==> config.mk <==
export PLATFORM = sky130hd
export DESIGN_NAME = nfh_ctrl
export DESIGN_NICKNAME = d
export VERILOG_FILES = /design/src/nfh_pkg.sv /design/src/nfh_ctrl.sv
export VERILOG_INCLUDE_DIRS = /design/src
export SDC_FILE = /design/constraint.sdc
export NUM_CORES = 1
export LEC_CHECK = 0
export ABC_AREA = 0
export BUFFER_PORTS_ARGS = -buffer_cell sky130_fd_sc_hd__buf_2
export CAP_MARGIN = 10
export CORE_MARGIN = 3
export CORE_UTILIZATION = 61
export DETAILED_ROUTE_END_ITERATION = 7
export GPL_ROUTABILITY_DRIVEN = 0
export PLACE_DENSITY = 0.79
export SYNTH_ARGS = -nofsm -noshare
export SYNTH_HDL_FRONTEND = slang
export SYNTH_SLANG_ARGS = --single-unit
==> constraint.sdc <==
create_clock -name mclk_in -period 4 [get_ports mclk_in]
set_clock_uncertainty 0.05 [all_clocks]
set_input_delay 0.4 -clock mclk_in [delete_from_list [all_inputs] [get_ports mclk_in]]
set_output_delay 0.4 -clock mclk_in [all_outputs]
set_load 0.02 [all_outputs]
==> src/nfh_consts.svh <==
// What this block does
// - no page is programmed more than 4 partial times with no other page programmed between, main and spare areas counted apart.
// - at least 100 ns separate the last address write edge from the first data write edge.
// - program and erase are never sent to a block marked bad at the factory, except block 0.
// - the host copes with as few as 4016 good blocks of 4096 over the device life.
// - only command codes of the defined set are ever sent.
`ifndef NFH_CONSTS_SVH
`define NFH_CONSTS_SVH
`define NFH_CLK_MHZ 125
`define NFH_WE_LOW 4
`define NFH_WE_HIGH 8
`define NFH_RE_LOW 6
`define NFH_RE_HIGH 4
`define NFH_TR_US 25
`define NFH_PROG_US 700
`define NFH_CBSY_US 700
`define NFH_BERS_US 3000
`define NFH_RST_US 500
`define NFH_ADL_NS 100
`define NFH_WB_NS 100
`define NFH_TR_CYC (`NFH_TR_US * `NFH_CLK_MHZ)
`define NFH_ADL_CYC ((`NFH_ADL_NS * `NFH_CLK_MHZ + 999) / 1000)
`define NFH_WB_CYC ((`NFH_WB_NS * `NFH_CLK_MHZ + 999) / 1000)
`define NFH_NOP_MAX 4
`define NFH_SPARE_COL 2048
`define NFH_BLOCKS 4096
`define NFH_VALID_MIN 4016
`define NFH_PAGE_BITS 6
`define NFH_CB_READ 8'h00
`define NFH_CB_READ2 8'h30
`define NFH_CB_PROG 8'h80
`define NFH_CB_PROG2 8'h10
`define NFH_CB_CACHE2 8'h15
`define NFH_CB_ERASE 8'h60
`define NFH_CB_ERASE2 8'hD0
`define NFH_CB_RESET 8'hFF
`define NFH_CB_STATUS 8'h70
`endif

==> src/nfh_pkg.sv <==
package nfh_pkg;
    typedef enum logic [2:0] {
        OP_READ = 3'b000,
        OP_PROG = 3'b001,
        OP_CACHE = 3'b010,
        OP_ERASE = 3'b011,
        OP_RESET = 3'b100,
        OP_STATUS = 3'b101
    } nfh_op_e;

    typedef enum logic [3:0] {
        ST_IDLE = 4'b0000,
        ST_CMD1 = 4'b0001,
        ST_ADDR = 4'b0010,
        ST_ADL = 4'b0011,
        ST_DIN = 4'b0100,
        ST_CMD2 = 4'b0101,
        ST_WB = 4'b0110,
        ST_BUSY = 4'b0111,
        ST_STATC = 4'b1000,
        ST_RD = 4'b1001
    } nfh_st_e;

    typedef struct packed {
        nfh_op_e op;
        logic [17:0] row;
        logic [11:0] col;
        logic [11:0] len;
        logic bad;
    } nfh_cmd_s;

    typedef struct packed {
        logic fail;
        logic timeout;
        logic refused;
    } nfh_res_s;
endpackage

==> src/nfh_ctrl.sv <==
`timescale 1ns/10ps
`include "nfh_consts.svh"

// write-data buffer; flags registered so the top sees flop outputs
module nfh_fifo #(parameter int W = 8, parameter int D = 32) (
    input wire logic mclk_in,
    input wire logic srst_in,
    input wire logic [W-1:0] in_data_in,
    input wire logic in_valid_in,
    output logic in_ready_out,
    output logic [W-1:0] out_data_out,
    output logic out_valid_out,
    input wire logic out_ready_in
);
    localparam int AW = $clog2(D);
    logic [W-1:0] mem [D];
    logic [AW-1:0] wp, rp, next_wp, next_rp;
    logic [AW:0] cnt, next_cnt;
    logic push, pop;

    // pointer and flag arithmetic
    always_comb begin
        push = in_valid_in && in_ready_out;
        pop = out_valid_out && out_ready_in;
        next_wp = push ? AW'(wp + 1'b1) : wp;
        next_rp = pop ? AW'(rp + 1'b1) : rp;
        next_cnt = (AW+1)'(cnt + push - pop);
    end

    always_ff @(posedge mclk_in) begin
        if (push) begin
            mem[wp] <= in_data_in;
        end
        if (srst_in) begin
            wp <= '0;
            rp <= '0;
            cnt <= '0;
            in_ready_out <= 1'b0;
            out_valid_out <= 1'b0;
        end else begin
            wp <= next_wp;
            rp <= next_rp;
            cnt <= next_cnt;
            in_ready_out <= next_cnt != (AW+1)'(D);
            out_valid_out <= next_cnt != '0;
        end
    end

    assign out_data_out = mem[rp];
endmodule // nfh_fifo

module nfh_ctrl #(
    parameter int PROG_CYC = `NFH_PROG_US * `NFH_CLK_MHZ,
    parameter int CBSY_CYC = `NFH_CBSY_US * `NFH_CLK_MHZ,
    parameter int BERS_CYC = `NFH_BERS_US * `NFH_CLK_MHZ,
    parameter int RST_CYC = `NFH_RST_US * `NFH_CLK_MHZ,
    parameter int FIFO_DEPTH = 32
) (
    input wire logic mclk_in,
    input wire logic srst_in,
    input wire logic cmd_valid_in,
    input wire nfh_pkg::nfh_cmd_s cmd_in,
    output logic cmd_ready_out,
    output logic res_valid_out,
    output nfh_pkg::nfh_res_s res_out,
    input wire logic [7:0] wr_data_in,
    input wire logic wr_valid_in,
    output logic wr_ready_out,
    output logic [7:0] rd_data_out,
    output logic rd_valid_out,
    output logic worn_out,
    output logic cle_out,
    output logic ale_out,
    output logic ce_n_out,
    output logic we_n_out,
    output logic read_strobe_n_out,
    output logic wp_n_out,
    input wire logic [7:0] io_in,
    output logic [7:0] io_out,
    output logic io_oe_out,
    input wire logic busy_n_in
);
    localparam logic [19:0] WCYC = 20'(`NFH_WE_LOW + `NFH_WE_HIGH);
    localparam logic [19:0] RCYC = 20'(`NFH_RE_LOW + `NFH_RE_HIGH);
    localparam int ADL_CYC = `NFH_ADL_CYC;
    localparam logic [6:0] RETIRE_MAX = 7'(`NFH_BLOCKS - `NFH_VALID_MIN);

    nfh_pkg::nfh_st_e st, next_st;
    nfh_pkg::nfh_cmd_s cur, next_cur;
    logic [19:0] ph, next_ph;
    logic [11:0] idx, next_idx;
    logic [2:0] acnt, next_acnt;
    logic [17:0] last_row, next_last_row;
    logic [2:0] nop_main, nop_spare, next_nop_main, next_nop_spare;
    logic [6:0] retired, next_retired;
    logic next_cmd_ready, next_res_valid, next_rd_valid, next_cle, next_ale, next_ce_n;
    logic next_we_n, next_re_n, next_oe;
    logic [7:0] next_io, next_rd_data;
    nfh_pkg::nfh_res_s next_res;
    logic busy_meta, ready_s;
    logic [7:0] io_meta, io_s;
    logic f_valid, pop, wr_st, take, refuse, pe, spare;
    logic [7:0] f_data;

    nfh_fifo #(.W(8), .D(FIFO_DEPTH)) u_fifo (
        .mclk_in(mclk_in),
        .srst_in(srst_in),
        .in_data_in(wr_data_in),
        .in_valid_in(wr_valid_in),
        .in_ready_out(wr_ready_out),
        .out_data_out(f_data),
        .out_valid_out(f_valid),
        .out_ready_in(pop)
    );

    function automatic logic is_wr(input nfh_pkg::nfh_st_e s);
        return s == nfh_pkg::ST_CMD1 || s == nfh_pkg::ST_ADDR || s == nfh_pkg::ST_DIN ||
            s == nfh_pkg::ST_CMD2 || s == nfh_pkg::ST_STATC;
    endfunction

    // longest busy that the device may show for each operation
    function automatic logic [19:0] limit(input nfh_pkg::nfh_op_e op);
        case (op)
            nfh_pkg::OP_READ: return 20'(`NFH_TR_CYC);
            nfh_pkg::OP_PROG: return 20'(PROG_CYC);
            nfh_pkg::OP_CACHE: return 20'(CBSY_CYC);
            nfh_pkg::OP_ERASE: return 20'(BERS_CYC);
            default: return 20'(RST_CYC);
        endcase
    endfunction

    // byte placed on the bus for each write cycle; only defined codes exist here
    function automatic logic [7:0] out_byte(input nfh_pkg::nfh_st_e s,
            input nfh_pkg::nfh_cmd_s c, input logic [2:0] a, input logic [7:0] fd);
        logic [7:0] b;
        b = fd;
        if (s == nfh_pkg::ST_STATC) begin
            b = `NFH_CB_STATUS;
        end else if (s == nfh_pkg::ST_ADDR) begin
            case (a)
                3'h0: b = c.col[7:0];
                3'h1: b = {4'h0, c.col[11:8]};
                3'h2: b = c.row[7:0];
                3'h3: b = c.row[15:8];
                default: b = {6'h00, c.row[17:16]};
            endcase
        end else if (s == nfh_pkg::ST_CMD1) begin
            case (c.op)
                nfh_pkg::OP_READ: b = `NFH_CB_READ;
                nfh_pkg::OP_ERASE: b = `NFH_CB_ERASE;
                nfh_pkg::OP_RESET: b = `NFH_CB_RESET;
                nfh_pkg::OP_STATUS: b = `NFH_CB_STATUS;
                default: b = `NFH_CB_PROG;
            endcase
        end else if (s == nfh_pkg::ST_CMD2) begin
            case (c.op)
                nfh_pkg::OP_READ: b = `NFH_CB_READ2;
                nfh_pkg::OP_ERASE: b = `NFH_CB_ERASE2;
                nfh_pkg::OP_CACHE: b = `NFH_CB_CACHE2;
                default: b = `NFH_CB_PROG2;
            endcase
        end
        return b;
    endfunction

    // sequencer: one bus cycle is phase 0 setup, then strobe low, then strobe high
    always_comb begin
        next_st = st;
        next_cur = cur;
        next_ph = ph + 20'h00001;
        next_idx = idx;
        next_acnt = acnt;
        next_last_row = last_row;
        next_nop_main = nop_main;
        next_nop_spare = nop_spare;
        next_retired = retired;
        next_res_valid = 1'b0;
        next_res = res_out;
        next_rd_valid = 1'b0;
        next_rd_data = rd_data_out;
        next_io = io_out;
        pop = 1'b0;
        wr_st = is_wr(st);
        take = cmd_valid_in && cmd_ready_out;
        pe = cmd_in.op == nfh_pkg::OP_PROG || cmd_in.op == nfh_pkg::OP_CACHE ||
            cmd_in.op == nfh_pkg::OP_ERASE;
        spare = cmd_in.col >= 12'(`NFH_SPARE_COL);
        refuse = cmd_in.op > nfh_pkg::OP_STATUS
            || (pe && cmd_in.bad && cmd_in.row[17:`NFH_PAGE_BITS] != '0)
            || (pe && cmd_in.op != nfh_pkg::OP_ERASE && cmd_in.row == last_row
                && (spare ? nop_spare : nop_main) >= 3'(`NFH_NOP_MAX));
        case (st)
            nfh_pkg::ST_IDLE: begin
                next_ph = '0;
                if (take && refuse) begin
                    next_res_valid = 1'b1;
                    next_res = '{fail: 1'b0, timeout: 1'b0, refused: 1'b1};
                end else if (take) begin
                    next_cur = cmd_in;
                    next_idx = '0;
                    next_st = nfh_pkg::ST_CMD1;
                    // partial-program tally for the last programmed page only, cleared when its block is erased
                    if (cmd_in.op == nfh_pkg::OP_ERASE && cmd_in.row[17:`NFH_PAGE_BITS]
                            == last_row[17:`NFH_PAGE_BITS]) begin
                        next_nop_main = '0;
                        next_nop_spare = '0;
                    end else if (pe && cmd_in.op != nfh_pkg::OP_ERASE) begin
                        next_last_row = cmd_in.row;
                        if (cmd_in.row != last_row) begin
                            next_nop_main = 3'(!spare);
                            next_nop_spare = 3'(spare);
                        end else if (spare) begin
                            next_nop_spare = nop_spare + 3'h1;
                        end else begin
                            next_nop_main = nop_main + 3'h1;
                        end
                    end
                end
            end
            nfh_pkg::ST_CMD1: begin
                if (ph == WCYC) begin
                    next_ph = '0;
                    next_acnt = (cur.op == nfh_pkg::OP_ERASE) ? 3'h2 : 3'h0;
                    case (cur.op)
                        nfh_pkg::OP_RESET: next_st = nfh_pkg::ST_WB;
                        nfh_pkg::OP_STATUS: next_st = nfh_pkg::ST_RD;
                        default: next_st = nfh_pkg::ST_ADDR;
                    endcase
                end
            end
            nfh_pkg::ST_ADDR: begin
                if (ph == WCYC) begin
                    next_ph = '0;
                    next_acnt = acnt + 3'h1;
                    if (acnt == 3'h4) begin
                        next_st = (cur.op == nfh_pkg::OP_PROG || cur.op == nfh_pkg::OP_CACHE)
                            ? nfh_pkg::ST_ADL : nfh_pkg::ST_CMD2;
                    end
                end
            end
            nfh_pkg::ST_ADL: begin
                if (ph == 20'(ADL_CYC - 1)) begin
                    next_ph = '0;
                    next_st = nfh_pkg::ST_DIN;
                end
            end
            nfh_pkg::ST_DIN: begin
                // an empty buffer stalls before the strobe, never mid-cycle
                if (ph == '0 && !f_valid) begin
                    next_ph = '0;
                end else if (ph == WCYC) begin
                    next_ph = '0;
                    next_idx = idx + 12'h001;
                    if (idx == cur.len - 12'h001) begin
                        next_st = nfh_pkg::ST_CMD2;
                    end
                end
                pop = ph == '0 && f_valid;
            end
            nfh_pkg::ST_CMD2, nfh_pkg::ST_STATC: begin
                if (ph == WCYC) begin
                    next_ph = '0;
                    next_idx = '0;
                    next_st = (st == nfh_pkg::ST_CMD2) ? nfh_pkg::ST_WB : nfh_pkg::ST_RD;
                end
            end
            nfh_pkg::ST_WB: begin
                // device may take up to the write-to-busy time, plus our sync delay
                if (ph == 20'(`NFH_WB_CYC + 1)) begin
                    next_ph = '0;
                    next_st = nfh_pkg::ST_BUSY;
                end
            end
            nfh_pkg::ST_BUSY: begin
                next_ph = ph + 20'h00001;
                if (ready_s) begin
                    next_ph = '0;
                    case (cur.op)
                        nfh_pkg::OP_READ: next_st = nfh_pkg::ST_RD;
                        nfh_pkg::OP_RESET: begin
                            next_st = nfh_pkg::ST_IDLE;
                            next_res_valid = 1'b1;
                            next_res = '0;
                        end
                        // cache: ready here means the next page may be loaded already
                        default: next_st = nfh_pkg::ST_STATC;
                    endcase
                end else if (ph == limit(cur.op)) begin
                    next_st = nfh_pkg::ST_IDLE;
                    next_res_valid = 1'b1;
                    next_res = '{fail: 1'b1, timeout: 1'b1, refused: 1'b0};
                end
            end
            nfh_pkg::ST_RD: begin
                if (ph == 20'(`NFH_RE_LOW)) begin
                    next_rd_data = io_s;
                    next_rd_valid = cur.op == nfh_pkg::OP_READ;
                end
                if (ph == RCYC) begin
                    next_ph = '0;
                    next_idx = idx + 12'h001;
                    if (cur.op != nfh_pkg::OP_READ || idx == cur.len - 12'h001) begin
                        next_st = nfh_pkg::ST_IDLE;
                        next_res_valid = 1'b1;
                        next_res = '{fail: cur.op != nfh_pkg::OP_READ && cur.op !=
                            nfh_pkg::OP_STATUS && rd_data_out[0], timeout: 1'b0, refused: 1'b0};
                        // failed program or erase retires a block; worn past the margin
                        if (next_res.fail && retired != 7'h7F) begin
                            next_retired = retired + 7'h01;
                        end
                    end
                end
            end
            default: next_st = nfh_pkg::ST_IDLE;
        endcase
        if (wr_st && ph == '0 && next_ph != '0) begin
            next_io = out_byte(st, cur, acnt, f_data);
        end
        next_cmd_ready = next_st == nfh_pkg::ST_IDLE && !next_res_valid;
        next_cle = next_st == nfh_pkg::ST_CMD1 || next_st == nfh_pkg::ST_CMD2 ||
            next_st == nfh_pkg::ST_STATC;
        next_ale = next_st == nfh_pkg::ST_ADDR;
        next_ce_n = next_st == nfh_pkg::ST_IDLE;
        next_oe = is_wr(next_st);
        next_we_n = !(is_wr(next_st) && next_ph != '0 && next_ph <= 20'(`NFH_WE_LOW));
        next_re_n = !(next_st == nfh_pkg::ST_RD && next_ph != '0 &&
            next_ph <= 20'(`NFH_RE_LOW));
    end

    // registers; pins and the busy line pass two flops before the sequencer reads them
    always_ff @(posedge mclk_in) begin
        busy_meta <= busy_n_in;
        ready_s <= busy_meta;
        io_meta <= io_in;
        io_s <= io_meta;
        if (srst_in) begin
            st <= nfh_pkg::ST_IDLE;
            cur <= '0;
            ph <= '0;
            idx <= '0;
            acnt <= '0;
            last_row <= '1;
            nop_main <= '0;
            nop_spare <= '0;
            retired <= '0;
            cmd_ready_out <= 1'b0;
            res_valid_out <= 1'b0;
            res_out <= '0;
            rd_valid_out <= 1'b0;
            rd_data_out <= '0;
            worn_out <= 1'b0;
            cle_out <= 1'b0;
            ale_out <= 1'b0;
            ce_n_out <= 1'b1;
            we_n_out <= 1'b1;
            read_strobe_n_out <= 1'b1;
            wp_n_out <= 1'b0; // protected until out of reset
            io_out <= '0;
            io_oe_out <= 1'b0;
        end else begin
            st <= next_st;
            cur <= next_cur;
            ph <= next_ph;
            idx <= next_idx;
            acnt <= next_acnt;
            last_row <= next_last_row;
            nop_main <= next_nop_main;
            nop_spare <= next_nop_spare;
            retired <= next_retired;
            cmd_ready_out <= next_cmd_ready;
            res_valid_out <= next_res_valid;
            res_out <= next_res;
            rd_valid_out <= next_rd_valid;
            rd_data_out <= next_rd_data;
            worn_out <= next_retired > RETIRE_MAX;
            cle_out <= next_cle;
            ale_out <= next_ale;
            ce_n_out <= next_ce_n;
            we_n_out <= next_we_n;
            read_strobe_n_out <= next_re_n;
            wp_n_out <= 1'b1;
            io_out <= next_io;
            io_oe_out <= next_oe;
        end
    end
endmodule // nfh_ctrl

* Word-level counts from Yosys, hierarchy flattened
Memory sizes are Yosys's and may differ from the RTL's. A register that Yosys moved wholly into a read port is not among the register bits.
Index checks and enable logic that the tools add are counted.
** Word-level totals
- Output and inout bits :: 31
- Memories :: 1
- Input bits :: 67
- Word-level logic and storage cells :: 261
- RAM bits :: 256
- Bits in registers :: 181
** Cells by class
- Magnitude comparators :: 6
- Equality and inequality tests :: 53
- Mux-type cells :: 80
- Reduce and logical (&&, ||, !) cells :: 69
- Bitwise operators :: 4
- Add/sub/neg operators :: 11
** Memory list
- u_fifo.mem :: words 32, bits a word 8, read ports 1, clocked after Yosys merged registers in 1, wr ports 1, RTL line nfh_ctrl.sv:16 : logic [W-1:0] mem [D];
** Operators with widths (number)
- two-way mux 20 bit :: 7
- case mux 20 bit (6 select lines) :: 1
- two-way mux 12 bit :: 6
- two-way mux 4 bit :: 16
- case mux 8 bit (4 select lines) :: 2
- == test 20 x 4 -> 1 bit, second input constant :: 3
- case mux 19 bit (3 select lines) :: 1
- two-way mux 3 bit :: 18
- case mux 12 bit (4 select lines) :: 1
- less-or-equal comparator 20 x 3 -> 1 bit, second input constant :: 2
- case mux 4 bit (9 select lines) :: 1
- two-way mux 8 bit :: 4
- two-way mux 7 bit :: 4
- == test 12 bit :: 2
- == test 4 x 3 -> 1 bit, second input constant :: 6
- case mux 8 bit (3 select lines) :: 1
- logical AND 1 bit :: 22
- adder 20 x 1 -> 20 bit, second input constant :: 1
- == test 20 bit :: 1
- == test 20 x 3 -> 1 bit, second input constant :: 1
- zero test 20 bit :: 1
- nonzero test 20 bit :: 1
- == test 18 bit :: 1
- == test 3 x 2 -> 1 bit, second input constant :: 6
- other kinds (49) :: 114

* Depth between registers and ports, before layout
Gate-level depths: netlist of run 1.
- Depth in word-level cells :: 18
- Depth in mapped cells :: 20
- Depth with buffers taken out :: 17

* By module
A second synthesis of run 1 with hierarchy kept.
** Unflattened totals
- Cells, all modules :: 1540
- Area, all modules :: 19468.7 um^2
** Modules (own cells, without submodules)
- nfh_fifo :: seq. area each 8147.8 um^2, instances 1, cells an instance 552, area each 11021.8 um^2
- nfh_ctrl :: seq. area each 3263.1 um^2, instances 1, cells an instance 988, area each 8446.9 um^2

* Least setup slack after synthesis of run 1
No wires, ideal clock.
- Path type :: register to register
- Start :: register ph[17]
- End :: register u_fifo.in_ready_out
- Period minus slack after synthesis :: 3578 ps
- Data arrival time :: 3401 ps
- Data required time :: 3822 ps
- Setup slack :: 422 ps
- Setup time :: 128 ps
- Stages on the path, launching flop included :: 20
- Path buffers :: 2
- Cell sequence :: dfxtp_1 > buf_6 > or3_4 > nor3_4 > nand2_1 > nor4b_1 > and3_1 > clkbuf_1 > ha_1 > inv_1 > ha_1 > inv_1 > fa_1 > inv_1 > a21o_1 > a21oi_1 > xor2_1 > nand2_1 > nor2_1 > nor2_1
** Between the ends
- Longest elaborated chain between the ends :: 6
** RTL lines
- start: declaration :: RTL line nfh_ctrl.sv:90 : logic [19:0] ph, next_ph;
- start signal: assignment :: RTL line nfh_ctrl.sv:363 : ph <= next_ph;
- zero test 20 bit :: RTL line nfh_ctrl.sv:258 : pop = ph == '0 && f_valid;
- logical AND 1 bit :: RTL line nfh_ctrl.sv:258
- two-way mux 1 bit :: RTL line nfh_ctrl.sv:192 : case (st)
- logical AND 1 bit :: RTL line nfh_ctrl.sv:24 : pop = out_valid_out && out_ready_in;
- via u_fifo.pop :: RTL line nfh_ctrl.sv:19 : logic push, pop;
- subtractor 6 x 1 -> 6 bit :: RTL line nfh_ctrl.sv:27 : next_cnt = (AW+1)'(cnt + push - pop);
- inequality test 6 bit :: RTL line nfh_ctrl.sv:44 : in_ready_out <= next_cnt != (AW+1)'(D);
- end signal: assignment :: RTL line nfh_ctrl.sv:44
- end: declaration :: RTL line nfh_ctrl.sv:10 : output logic in_ready_out,
The timed path passes the listed nets, and every way through them passes these cells.
A chain may end at the register's enable or synchronous reset.

* Worst setup path in the final report of run 1
- Start :: register ph[4]
- End :: register u_fifo.in_ready_out
** Between the ends
- Longest elaborated chain between the ends :: 6
** RTL lines (RTL line)
- zero test 20 bit :: nfh_ctrl.sv:258
- logical AND 1 bit :: nfh_ctrl.sv:258
- two-way mux 1 bit :: nfh_ctrl.sv:192
- logical AND 1 bit :: nfh_ctrl.sv:24
- subtractor 6 x 1 -> 6 bit :: nfh_ctrl.sv:27
- inequality test 6 bit :: nfh_ctrl.sv:44
Every way passes these cells.

==> results of run 1 <==
[flip-flops by register name (all words and copies together), names as in the netlist, 3 cells and up, named ones only]
name	flops
u_fifo.rp	5
acnt	3
io_s	8
last_row	18
res_out	3
rd_data_out	8
io_out	8
u_fifo.wp	5
idx	12
st	4
nop_main	3
cur	45
retired	7
u_fifo.mem	256
ph	20
u_fifo.cnt	6
nop_spare	3
io_meta	8
[per-stage QoR]
step / std cells / util (%) / setup WS, ns
2_1_floorplan: 1536 / - / 0.422
3_3_place_gp: 1959 / 65.1 / 0.569
3_5_place_dp: 1959 / 65.1 / 0.474
4_1_cts: 2048 / 70.3 / 0.457
5_1_grt: 2048 / 70.3 / 0.123
6_report: 2048 / 70.3 / 0.469
[Yosys cell counts (4+ instances only)]
master       n  area, µm²
inv_1       34        128
o2111ai_1    6       52.6
and3_1      15       93.8
nor2_1     201        754
ha_1        24        300
nand4b_1     6       52.6
a21oi_1     45        225
a31oi_1     14       87.6
nand3b_1     9       67.6
nor2b_1     14       87.6
xor2_1      45        394
or2_2        6       37.5
or3_1       10       62.6
o22ai_1      5       31.3
nor3b_1      8       60.1
a222oi_1     7       70.1
dfxtp_1    186       3720
nor3_1      30        150
a22oi_1      4       30.0
o31ai_1      7       52.6
clkbuf_1    60        225
nand4_1     25        156
mux2i_1     97        971
and2_1       9       56.3
o21bai_1     7       52.6
nand2_1     85        319
a211oi_1    12       90.1
xnor2_1     36        315
nor4b_1      6       52.6
edfxtp_1   256       7690
nor4_1      18        113
nand2b_1    13       81.3
o211ai_1     8       60.1
o21ai_0     34        170
buf_1       17       63.8
buf_2       11       55.1
nand3_1     35        175
mux4_2      73       1640
[metal layers]
| layer | track usage (%) | part of all wire, % | wire, µm | vias up |
|---|---|---|---|---|
| met5 | 0 | 0 | 0 | - |
| met4 | 7.56 | 2.7 | 1160 | 0 |
| li1 | - | - | - | 5879 |
| met1 | 32.9 | 39 | 16800 | 6308 |
| met3 | 4.81 | 7.6 | 3280 | 86 |
| met2 | 44.5 | 51 | 21900 | 554 |
[logic make-up after synthesis]
family / count (synthesis) / synth area share (%)
flip-flops: 442 / 59.1
adder cells (fa/ha/maj): 25 / 1.66
XOR/XNOR: 81 / 3.68
multiplexers: 173 / 13.7
AND/OR/NAND/NOR: 504 / 12.7
AO/OA/AOI/OAI: 183 / 6.35
buffers and inverters: 128 / 2.70
[worst paths after layout]
check	startpoint	to	slack [ns]	depth (start not counted)
worst max-delay path	ph[4]$_SDFF_PP0_	u_fifo.in_ready_out$_SDFF_PP0_	0.47	17
worst min register to register	io_meta[3]$_DFF_P_	io_s[3]$_DFF_P_	0.28	0
worst max register to register	ph[4]$_SDFF_PP0_	u_fifo.in_ready_out$_SDFF_PP0_	0.47	17
worst min-delay path	cmd_in[21]	cur[21]$_SDFFE_PP0P_	0.02	3
[timing repair]
action                    CTS  global route
hold buffers                9             0
hold endpoints to repair    9             0
buffers inserted            0             0
[layout make-up]
| class | count | area share [%] |
|---|---|---|
| timing repair buffer | 129 | 3.63 |
| multi-input combinational | 966 | 34.0 |
| clock inverter | 17 | 1.05 |
| inverter | 35 | 0.605 |
| tap | 396 | 2.28 |
| clock buffer | 63 | 5.91 |
| sequential | 442 | 52.6 |
[worst reg2reg max path: cells and delay by family (launching register included)]
kind / cells / cell delay [ns]
buffers and inverters: 3 / 0.19
xor gates and xnor gates: 1 / 0.22
adders and majority gates: 3 / 0.78
and+or+nand+nor: 8 / 1.57
AOI/OAI and AO/OA: 2 / 0.18
DFF: 1 / 0.41
[where the power goes]
part	leakage [nW]	internal (mW)	switching, mW
Sequential	3.82	4.92	0.0791
Combinational	3.05	0.312	0.459
Clock	0.736	2.50	1.69
==> results.ini, run 1 <==
[place]
portBuffers=97
hpwlAfterDp_um=28300
dpl_cell_area_mm2=0.0201

[clock_tree]
path_clk_slew_ns=0.06
clockBufferDepth=3
cts_tree=done
cts_resized=0
clock-sinks=442
clk_latency_ns=0.56
numCtsBuffers=44
cts_htree_levels=2
cts_root_buf=clkbuf_16

[die]
die_height_um=184
die_x_um=184
initial_core_util_pct=62.4
core_area_mm2=0.0309
rows=64
dieArea_mm2=0.0338
io_pins=98

[worst_setup_path]
crit_path_cell_trace=nor4_1 > and4_1 > nand2_1 > nor4b_1 > and3_1 > ha_1 > inv_1 > ha_1 > inv_1 > fa_1 > inv_1 > a21o_1 > a21oi_1 > xor2_1 > nand2_1 > nor2_1 > nor2_1
cp_top_family=simple AND/OR/NAND/NOR gates
crit_slowest_cell=dfxtp_1
start_kind=flop
critPathMaxFanout=11
crit_top_cell=inv_1
crit_arrival_ns=3.90
critPathBufInv=3
endpoint_kind=flop
critPathRequiredTime_ns=4.37
crit_path_max_incr_delay_ns=0.41
crit_type=flop to flop

[synthesis]
synth_ff_type=edfxtp_1
avgSynthCellArea_um2=12.6
netlist_instances=1536
async_reset_ff_share_pct=0
ys_ff_latch=442
netlist_area_mm2=0.0193
yosysUniqueCellTypes=73
synth_seq_area_share_pct=59.1
yosys_warnings=0
syn_nets=1628
synth_edf_count=256

[routing]
avgViaCountPerCell=6.26
vias=12800
drc_errors=0
firstDrtPassIters=6
drt_iter0_drc=1204
wl_per_cell_um=21.1
routed_wl_um=43100
ant_nets=0

[run_status]
status=complete, no violations

[timing]
finalMaxSlewViolations=0
whs_ns=0.0226
period_minus_slack_ns=3.53
hold_viol_final=0
fin_tns_setup_ns=0
final.period_utilization_pct=88.3
worst_slew_pin_slew_ns=0.962
setup_viol=0
max_slew_margin_pct=35.8
rsz0062_at_grt=false
max_freq_mhz=283

[hold_path]
hold_path_class=input port to flop

[global_routing]
antenna_found_initial=0
track_usage_pct=25.5
overflow=0
grt_pass1_vias=12600
grt_pass1_wl_um=67700
grt_max_degree=76

[cells_and_area]
stdcell_area_mm2=0.0217
nFillCells=2089
multiInputGateArea_mm2=0.00738
final_cell_mix=256 x edfxtp_1, 201 x nor2_1, 184 x dfxtp_1, 97 x mux2i_1, 96 x buf_2
seq_area_mm2=0.0114
drive_gt1_share_pct=17.3
fin_nets=1710
final_common_cell=edfxtp_1
antenna_cells=0
area_delta_synth_final_pct=12.6

[power]
power_density_mw_per_mm2=459
total_power_mw=9.96
vdd_ir_drop_max_mv=0.409
power_leakage_nw=7.61

[job]
cap_violations=0

No activity file was read; power rests on OpenSTA's default activity.
==> run 2: changes to the inputs <==
--- a/config.mk
+++ b/config.mk
@@ -9,11 +9,13 @@
 export ABC_AREA = 0
 export BUFFER_PORTS_ARGS = -buffer_cell sky130_fd_sc_hd__buf_2
 export CAP_MARGIN = 10
+export CELL_PAD_IN_SITES_DETAIL_PLACEMENT = 0
+export CELL_PAD_IN_SITES_GLOBAL_PLACEMENT = 1
 export CORE_MARGIN = 3
-export CORE_UTILIZATION = 61
+export CORE_UTILIZATION = 50
 export DETAILED_ROUTE_END_ITERATION = 7
 export GPL_ROUTABILITY_DRIVEN = 0
-export PLACE_DENSITY = 0.79
+export PLACE_DENSITY_LB_ADDON = 0.1
 export SYNTH_ARGS = -nofsm -noshare
 export SYNTH_HDL_FRONTEND = slang
 export SYNTH_SLANG_ARGS = --single-unit
==> results.ini, run 2 (synthesis results as in run 1) <==
[routing]
wl_per_cell_um=20.5  ; -2.7%
vias=12400  ; -3.3%
wl_met3_um=1940  ; -41%
routed_wl_um=44900  ; +4.0%
drt_iter0_drc=949  ; -21%
ant_nets=0  ; unchanged
met2RoutedLength_um=22400  ; +2.3%
drc_errors=0  ; unchanged
top_layer_used=met5
firstDrtPassIters=5  ; -1
avgViaCountPerCell=5.67  ; -9.5%
met1_length_um=19300  ; +15%

[clock_tree]
path_clk_slew_ns=0.06  ; about the same
clockBufferDepth=3  ; unchanged
cts_htree_levels=2  ; unchanged
cts_resized=0  ; unchanged
clk_latency_ns=0.59  ; +0.03 ns
holdBufCountCts=18  ; +9
clock-sinks=442  ; unchanged
cts_root_buf=clkbuf_16
postCtsSetupBuffers=0  ; unchanged
cts_tree=done
numCtsBuffers=47  ; +6.8%

[run_status]
status=complete, no violations

[place]
dp_cells=2085  ; +6.4%
hpwlAfterDp_um=30500  ; +8.0%
dpl_cell_area_mm2=0.0203  ; +1.1%
portBuffers=97  ; unchanged

[worst_setup_path]
start_kind=flop
crit_arrival_ns=3.97  ; +0.07 ns
crit_type=flop to flop
reg2regPathDepth=17  ; unchanged
endpoint_kind=flop
critPathMaxFanout=10  ; -1
critPathRequiredTime_ns=4.39  ; +0.02 ns

[cells_and_area]
stdcell_area_mm2=0.0221  ; +1.8%
drive_gt1_share_pct=17.8  ; +0.51 points
largest_register_ffs=256  ; unchanged
area_delta_synth_final_pct=14.6
utilization_pct=58.4  ; -12 points
fin_nets=1733  ; +1.3%
final_cell_mix=256 x edfxtp_1, 201 x nor2_1, 184 x dfxtp_1, 97 x mux2i_1, 96 x buf_2
antenna_cells=0  ; unchanged
top_register=u_fifo.mem
seq_area_mm2=0.0114  ; unchanged
final_common_cell=edfxtp_1
multiInputGateArea_mm2=0.00738  ; unchanged
nFillCells=3117  ; +49%
top_regs=u_fifo.mem (256), cur (45), ph (20)
instances_no_fill=2189  ; +6.9%

[global_routing]
grt_pass1_wl_um=70600  ; +4.2%
antenna_found_initial=1  ; +1
overflow=0  ; unchanged
track_usage_pct=22.0  ; -3.5 points
grt_max_degree=62  ; -18%
grt_pass1_vias=12300  ; -2.1%

[die]
dieArea_mm2=0.0410  ; +21%
rows=71  ; +11%
core_area_mm2=0.0378  ; +22%
die_x_um=202  ; +10%
initial_core_util_pct=51.0  ; -11 points
io_pins=98  ; unchanged
die_height_um=202  ; +10%

[power]
power_density_mw_per_mm2=464  ; +1.1%
power_leakage_nw=7.74  ; +1.8%
vdd_ir_drop_max_mv=0.392  ; -4.1%
total_power_mw=10.3  ; +2.9%

[timing]
finalMaxSlewViolations=0  ; unchanged
rsz0062_at_grt=false
final.period_utilization_pct=89.3  ; +1.0 points
fin_tns_setup_ns=0  ; unchanged
period_minus_slack_ns=3.57  ; +0.0418 ns
setup_viol=0  ; unchanged
max_slew_margin_pct=37.3  ; +1.5 points
hold_viol_final=0  ; unchanged
max_freq_mhz=280  ; -1.2%
worst_slew_pin_slew_ns=0.937  ; -0.0248 ns

[hold_path]
hold_path_class=input port to flop
min_delay_path_depth=3  ; unchanged

[job]
cap_violations=0  ; unchanged

## run 2: cell type report
class / count / area share [%]
multi-input cells: 966 / 33.4
clock inverters: 22 / 1.27
inverters: 35 / 0.594
repair buffers: 149 / 4.29
well taps: 511 / 2.89
clock buffers: 64 / 5.98
flip-flops and latches: 442 / 51.6
## run 2: through the flow
step	setup slack (ns)	hold WS (ns)
finish	0.427	0.0236
detailed placement	0.435	0.262
global placement	0.524	0.261
floorplan	0.422	0.260
CTS	0.434	0.00284
global route	0.0310	0.0345
## run 2: worst paths after layout
path | slack (ns) | startpoint | end
worst min register to register | 0.27 | io_meta[3]$_DFF_P_ | io_s[3]$_DFF_P_
worst max register to register | 0.43 | ph[5]$_SDFF_PP0_ | u_fifo.in_ready_out$_SDFF_PP0_
worst min-delay path | 0.02 | cmd_in[23] | cur[23]$_SDFFE_PP0P_
worst max-delay path | 0.43 | ph[5]$_SDFF_PP0_ | u_fifo.in_ready_out$_SDFF_PP0_
## run 2: routing by layer
layer | GRT usage (%) | vias up
li1 | - | 5919
met1 | 29.1 | 6125
met2 | 37.3 | 280
met3 | 3.46 | 83
met4 | 7.65 | 2
met5 | 0 | -
## run 2: power by group
group / total, mW / leakage (nW) / switching (mW) / internal, mW
clock: 4.47 / 0.784 / 1.81 / 2.66
sequential: 4.99 / 3.82 / 0.0689 / 4.92
combinational: 0.793 / 3.14 / 0.474 / 0.319
## run 2: worst max-delay path, stage by stage (launching register included)
cell and delay (ns):
dfxtp_1 0.40, nor4_1 0.31, and4_1 0.38, nand2_1 0.11, nor4b_1 0.32, and3_1 0.29
ha_1 0.25, inv_1 0.06, ha_1 0.15, inv_1 0.05, fa_1 0.39, inv_1 0.07
a21o_1 0.11, a21oi_1 0.07, xor2_1 0.20, nand2_1 0.07, nor2_1 0.09, nor2_1 0.04
==> run 3: changes to the inputs <==
--- a/config.mk
+++ b/config.mk
@@ -7,12 +7,12 @@
 export NUM_CORES = 1
 export LEC_CHECK = 0
 export ABC_AREA = 0
-export BUFFER_PORTS_ARGS = -buffer_cell sky130_fd_sc_hd__buf_2
+export BUFFER_PORTS_ARGS = -buffer_cell sky130_fd_sc_hd__clkbuf_2
 export CAP_MARGIN = 10
 export CELL_PAD_IN_SITES_DETAIL_PLACEMENT = 0
 export CELL_PAD_IN_SITES_GLOBAL_PLACEMENT = 1
 export CORE_MARGIN = 3
-export CORE_UTILIZATION = 50
+export CORE_UTILIZATION = 46
 export DETAILED_ROUTE_END_ITERATION = 7
 export GPL_ROUTABILITY_DRIVEN = 0
 export PLACE_DENSITY_LB_ADDON = 0.1
==> constraint.sdc (replaced) <==
create_clock -name mclk_in -period 2.9 [get_ports mclk_in]
set_clock_uncertainty 0.05 [all_clocks]
set_input_delay 0.29 -clock mclk_in [delete_from_list [all_inputs] [get_ports mclk_in]]
set_output_delay 0.29 -clock mclk_in [all_outputs]
set_load 0.02 [all_outputs]
==> results.ini, run 3 (synthesis results as in run 1) <==
[clock_tree]
cts_tree=done
numCtsBuffers=47  ; unchanged
clockBufferDepth=3  ; unchanged
path_clk_slew_ns=0.06  ; about the same
cts_htree_levels=2  ; unchanged
clock-sinks=442  ; unchanged
clk_latency_ns=0.59  ; about the same
cts_root_buf=clkbuf_16

[routing]
met2RoutedLength_um=23800  ; +6.4%
wl_per_cell_um=20.1  ; -2.2%
drc_errors=0  ; unchanged
met1_length_um=20600  ; +6.6%
drt_iter0_drc=923  ; -2.7%
routed_wl_um=47200  ; +5.1%
avgViaCountPerCell=5.49  ; -3.2%
ant_nets=0  ; unchanged
firstDrtPassIters=7  ; +2
vias=12900  ; +4.0%
top_layer_used=met4
wl_met3_um=1790  ; -7.8%

[place]
portBuffers=97  ; unchanged
hpwlAfterDp_um=32300  ; +6.0%
dp_slack_ns=-0.230  ; -0.665 ns

[run_status]
status=finished, violations left
violations=setup timing

[timing]
final.period_utilization_pct=106  ; +17 points
fin_tns_setup_ns=-0.488  ; -0.488 ns
worst_slew_pin_slew_ns=0.758  ; -0.179 ns
whs_ns=0.0396  ; +0.0160 ns
period_minus_slack_ns=3.08  ; -0.491 ns
hold_viol_final=0  ; unchanged
max_freq_mhz=324  ; +16%
finalMaxSlewViolations=0  ; unchanged
fin_ws_ns=-0.182  ; -0.609 ns
max_slew_margin_pct=49.4  ; +12 points
setup_viol=3  ; +3
rsz0062_at_grt=true

[cells_and_area]
area_delta_synth_final_pct=22.3
nFillCells=3439  ; +10%
antenna_cells=0  ; unchanged
drive_gt1_share_pct=24.5  ; +6.8 points
fin_nets=1872  ; +8.0%
final_common_cell=edfxtp_1
final_cell_mix=256 x edfxtp_1, 200 x nor2_1, 181 x dfxtp_1, 136 x buf_4, 97 x mux2i_1
top_register=u_fifo.mem
top_regs=u_fifo.mem (256), cur (45), ph (20)
largest_register_ffs=256  ; unchanged

[global_routing]
grt_pass1_vias=12800  ; +3.9%
track_usage_pct=21.3  ; -0.72 points
grt_max_degree=68  ; +9.7%
overflow=0  ; unchanged
grt_pass1_wl_um=73600  ; +4.3%
antenna_found_initial=0  ; -1

[die]
core_area_mm2=0.0411  ; +8.6%
dieArea_mm2=0.0444  ; +8.4%
initial_core_util_pct=46.9  ; -4.1 points
io_pins=98  ; unchanged
rows=74  ; +4.2%
die_height_um=211  ; +4.1%
die_x_um=211  ; +4.1%

[worst_setup_path]
r2r_setup_slack_ns=-0.18  ; -0.61 ns
start_kind=flop
crit_arrival_ns=3.48  ; -0.49 ns
critPathMaxFanout=2  ; -8
critPathRequiredTime_ns=3.30  ; -1.09 ns
endpoint_kind=flop
crit_type=flop to flop

[power]
vdd_ir_drop_max_mv=0.640  ; +63%
power_density_mw_per_mm2=618  ; +33%
power_leakage_nw=8.52  ; +10%

[job]
cap_violations=0  ; unchanged

[hold_path]
hold_path_class=input port to flop

run 3: cell types whose count changed in the layout (fill, tap and decap cells not counted), sizes merged:
cell / previous run / this run
clkinv: 14 / 13
clkbuf: 64 / 160
buf: 131 / 142
dlygate4sd3: 18 / 49
or4b: 1 / 2
clkinvlp: 1 / 2
bufinv: 5 / 7
run 3: layout make-up:
class / count / area (µm²) / area share [%]
Tap cell: 532 / 666 / 2.82
Inverter: 35 / 131 / 0.557
Multi-Input combinational cell: 967 / 7560 / 32.0
Clock buffer: 64 / 1350 / 5.73
Timing Repair Buffer: 287 / 2110 / 8.95
Clock inverter: 24 / 350 / 1.49
Sequential cell: 442 / 11400 / 48.4
run 3: final timing paths:
path,from,end,cells after the start
worst min register to register,io_meta[0]$_DFF_P_,io_s[0]$_DFF_P_,0
worst min-delay path,cmd_in[34],cur[34]$_SDFFE_PP0P_,4
worst max register to register,ph[15]$_SDFF_PP0_,u_fifo.in_ready_out$_SDFF_PP0_,17
worst max-delay path,ph[15]$_SDFF_PP0_,u_fifo.in_ready_out$_SDFF_PP0_,17
run 3: stage by stage:
stage | power [mW] | util, % | cells | area (µm²)
after CTS | 14.7 | 57.1 | 2349 | 23500
after global placement | 8.18 | 51.7 | 2211 | 21200
final | 14.6 | 57.4 | 2351 | 23600
after floorplan | 7.74 | - | 1536 | 19400
after detailed placement | 8.20 | 51.7 | 2211 | 21200
after global routing | 15.1 | 57.4 | 2351 | 23600
run 3: metal layers:
layer	global-route usage (%)	vias to the layer above
met3	2.91	60
met5	0	-
met2	36.5	237
li1	-	6229
met4	6.54	0
met1	28.4	6374
run 3: worst max-delay path, stage by stage (launching register included):
cell and delay [ns]:
dfxtp_2 0.32, or3_4 0.40, nor3_4 0.15, nand2_2 0.10, nor4b_4 0.29, and3_4 0.24
ha_4 0.19, inv_2 0.06, ha_4 0.12, inv_2 0.04, fa_2 0.38, inv_2 0.06
a21o_1 0.11, a21oi_2 0.05, xor2_1 0.17, nand2_1 0.08, nor2_1 0.10, nor2_1 0.04
run 3: power by group:
group	leakage [nW]	switching, mW	internal (mW)
Sequential	3.82	0.0868	6.78
Combinational	3.87	0.699	0.559
Clock	0.832	2.52	3.93
Total	8.52	3.31	11.3
run 3: what timing repair did:
| item | in CTS | in global routing |
|---|---|---|
| hold buffers | 49 | 0 |
| pin swaps | 2 | 4 |
| endpoints found under the setup margin | 11 | 24 |
| gates cloned | 0 | 1 |
| setup buffers | 1 | 1 |
| hold endpoints to repair | 63 | 0 |
| resized for setup | 7 | 24 |
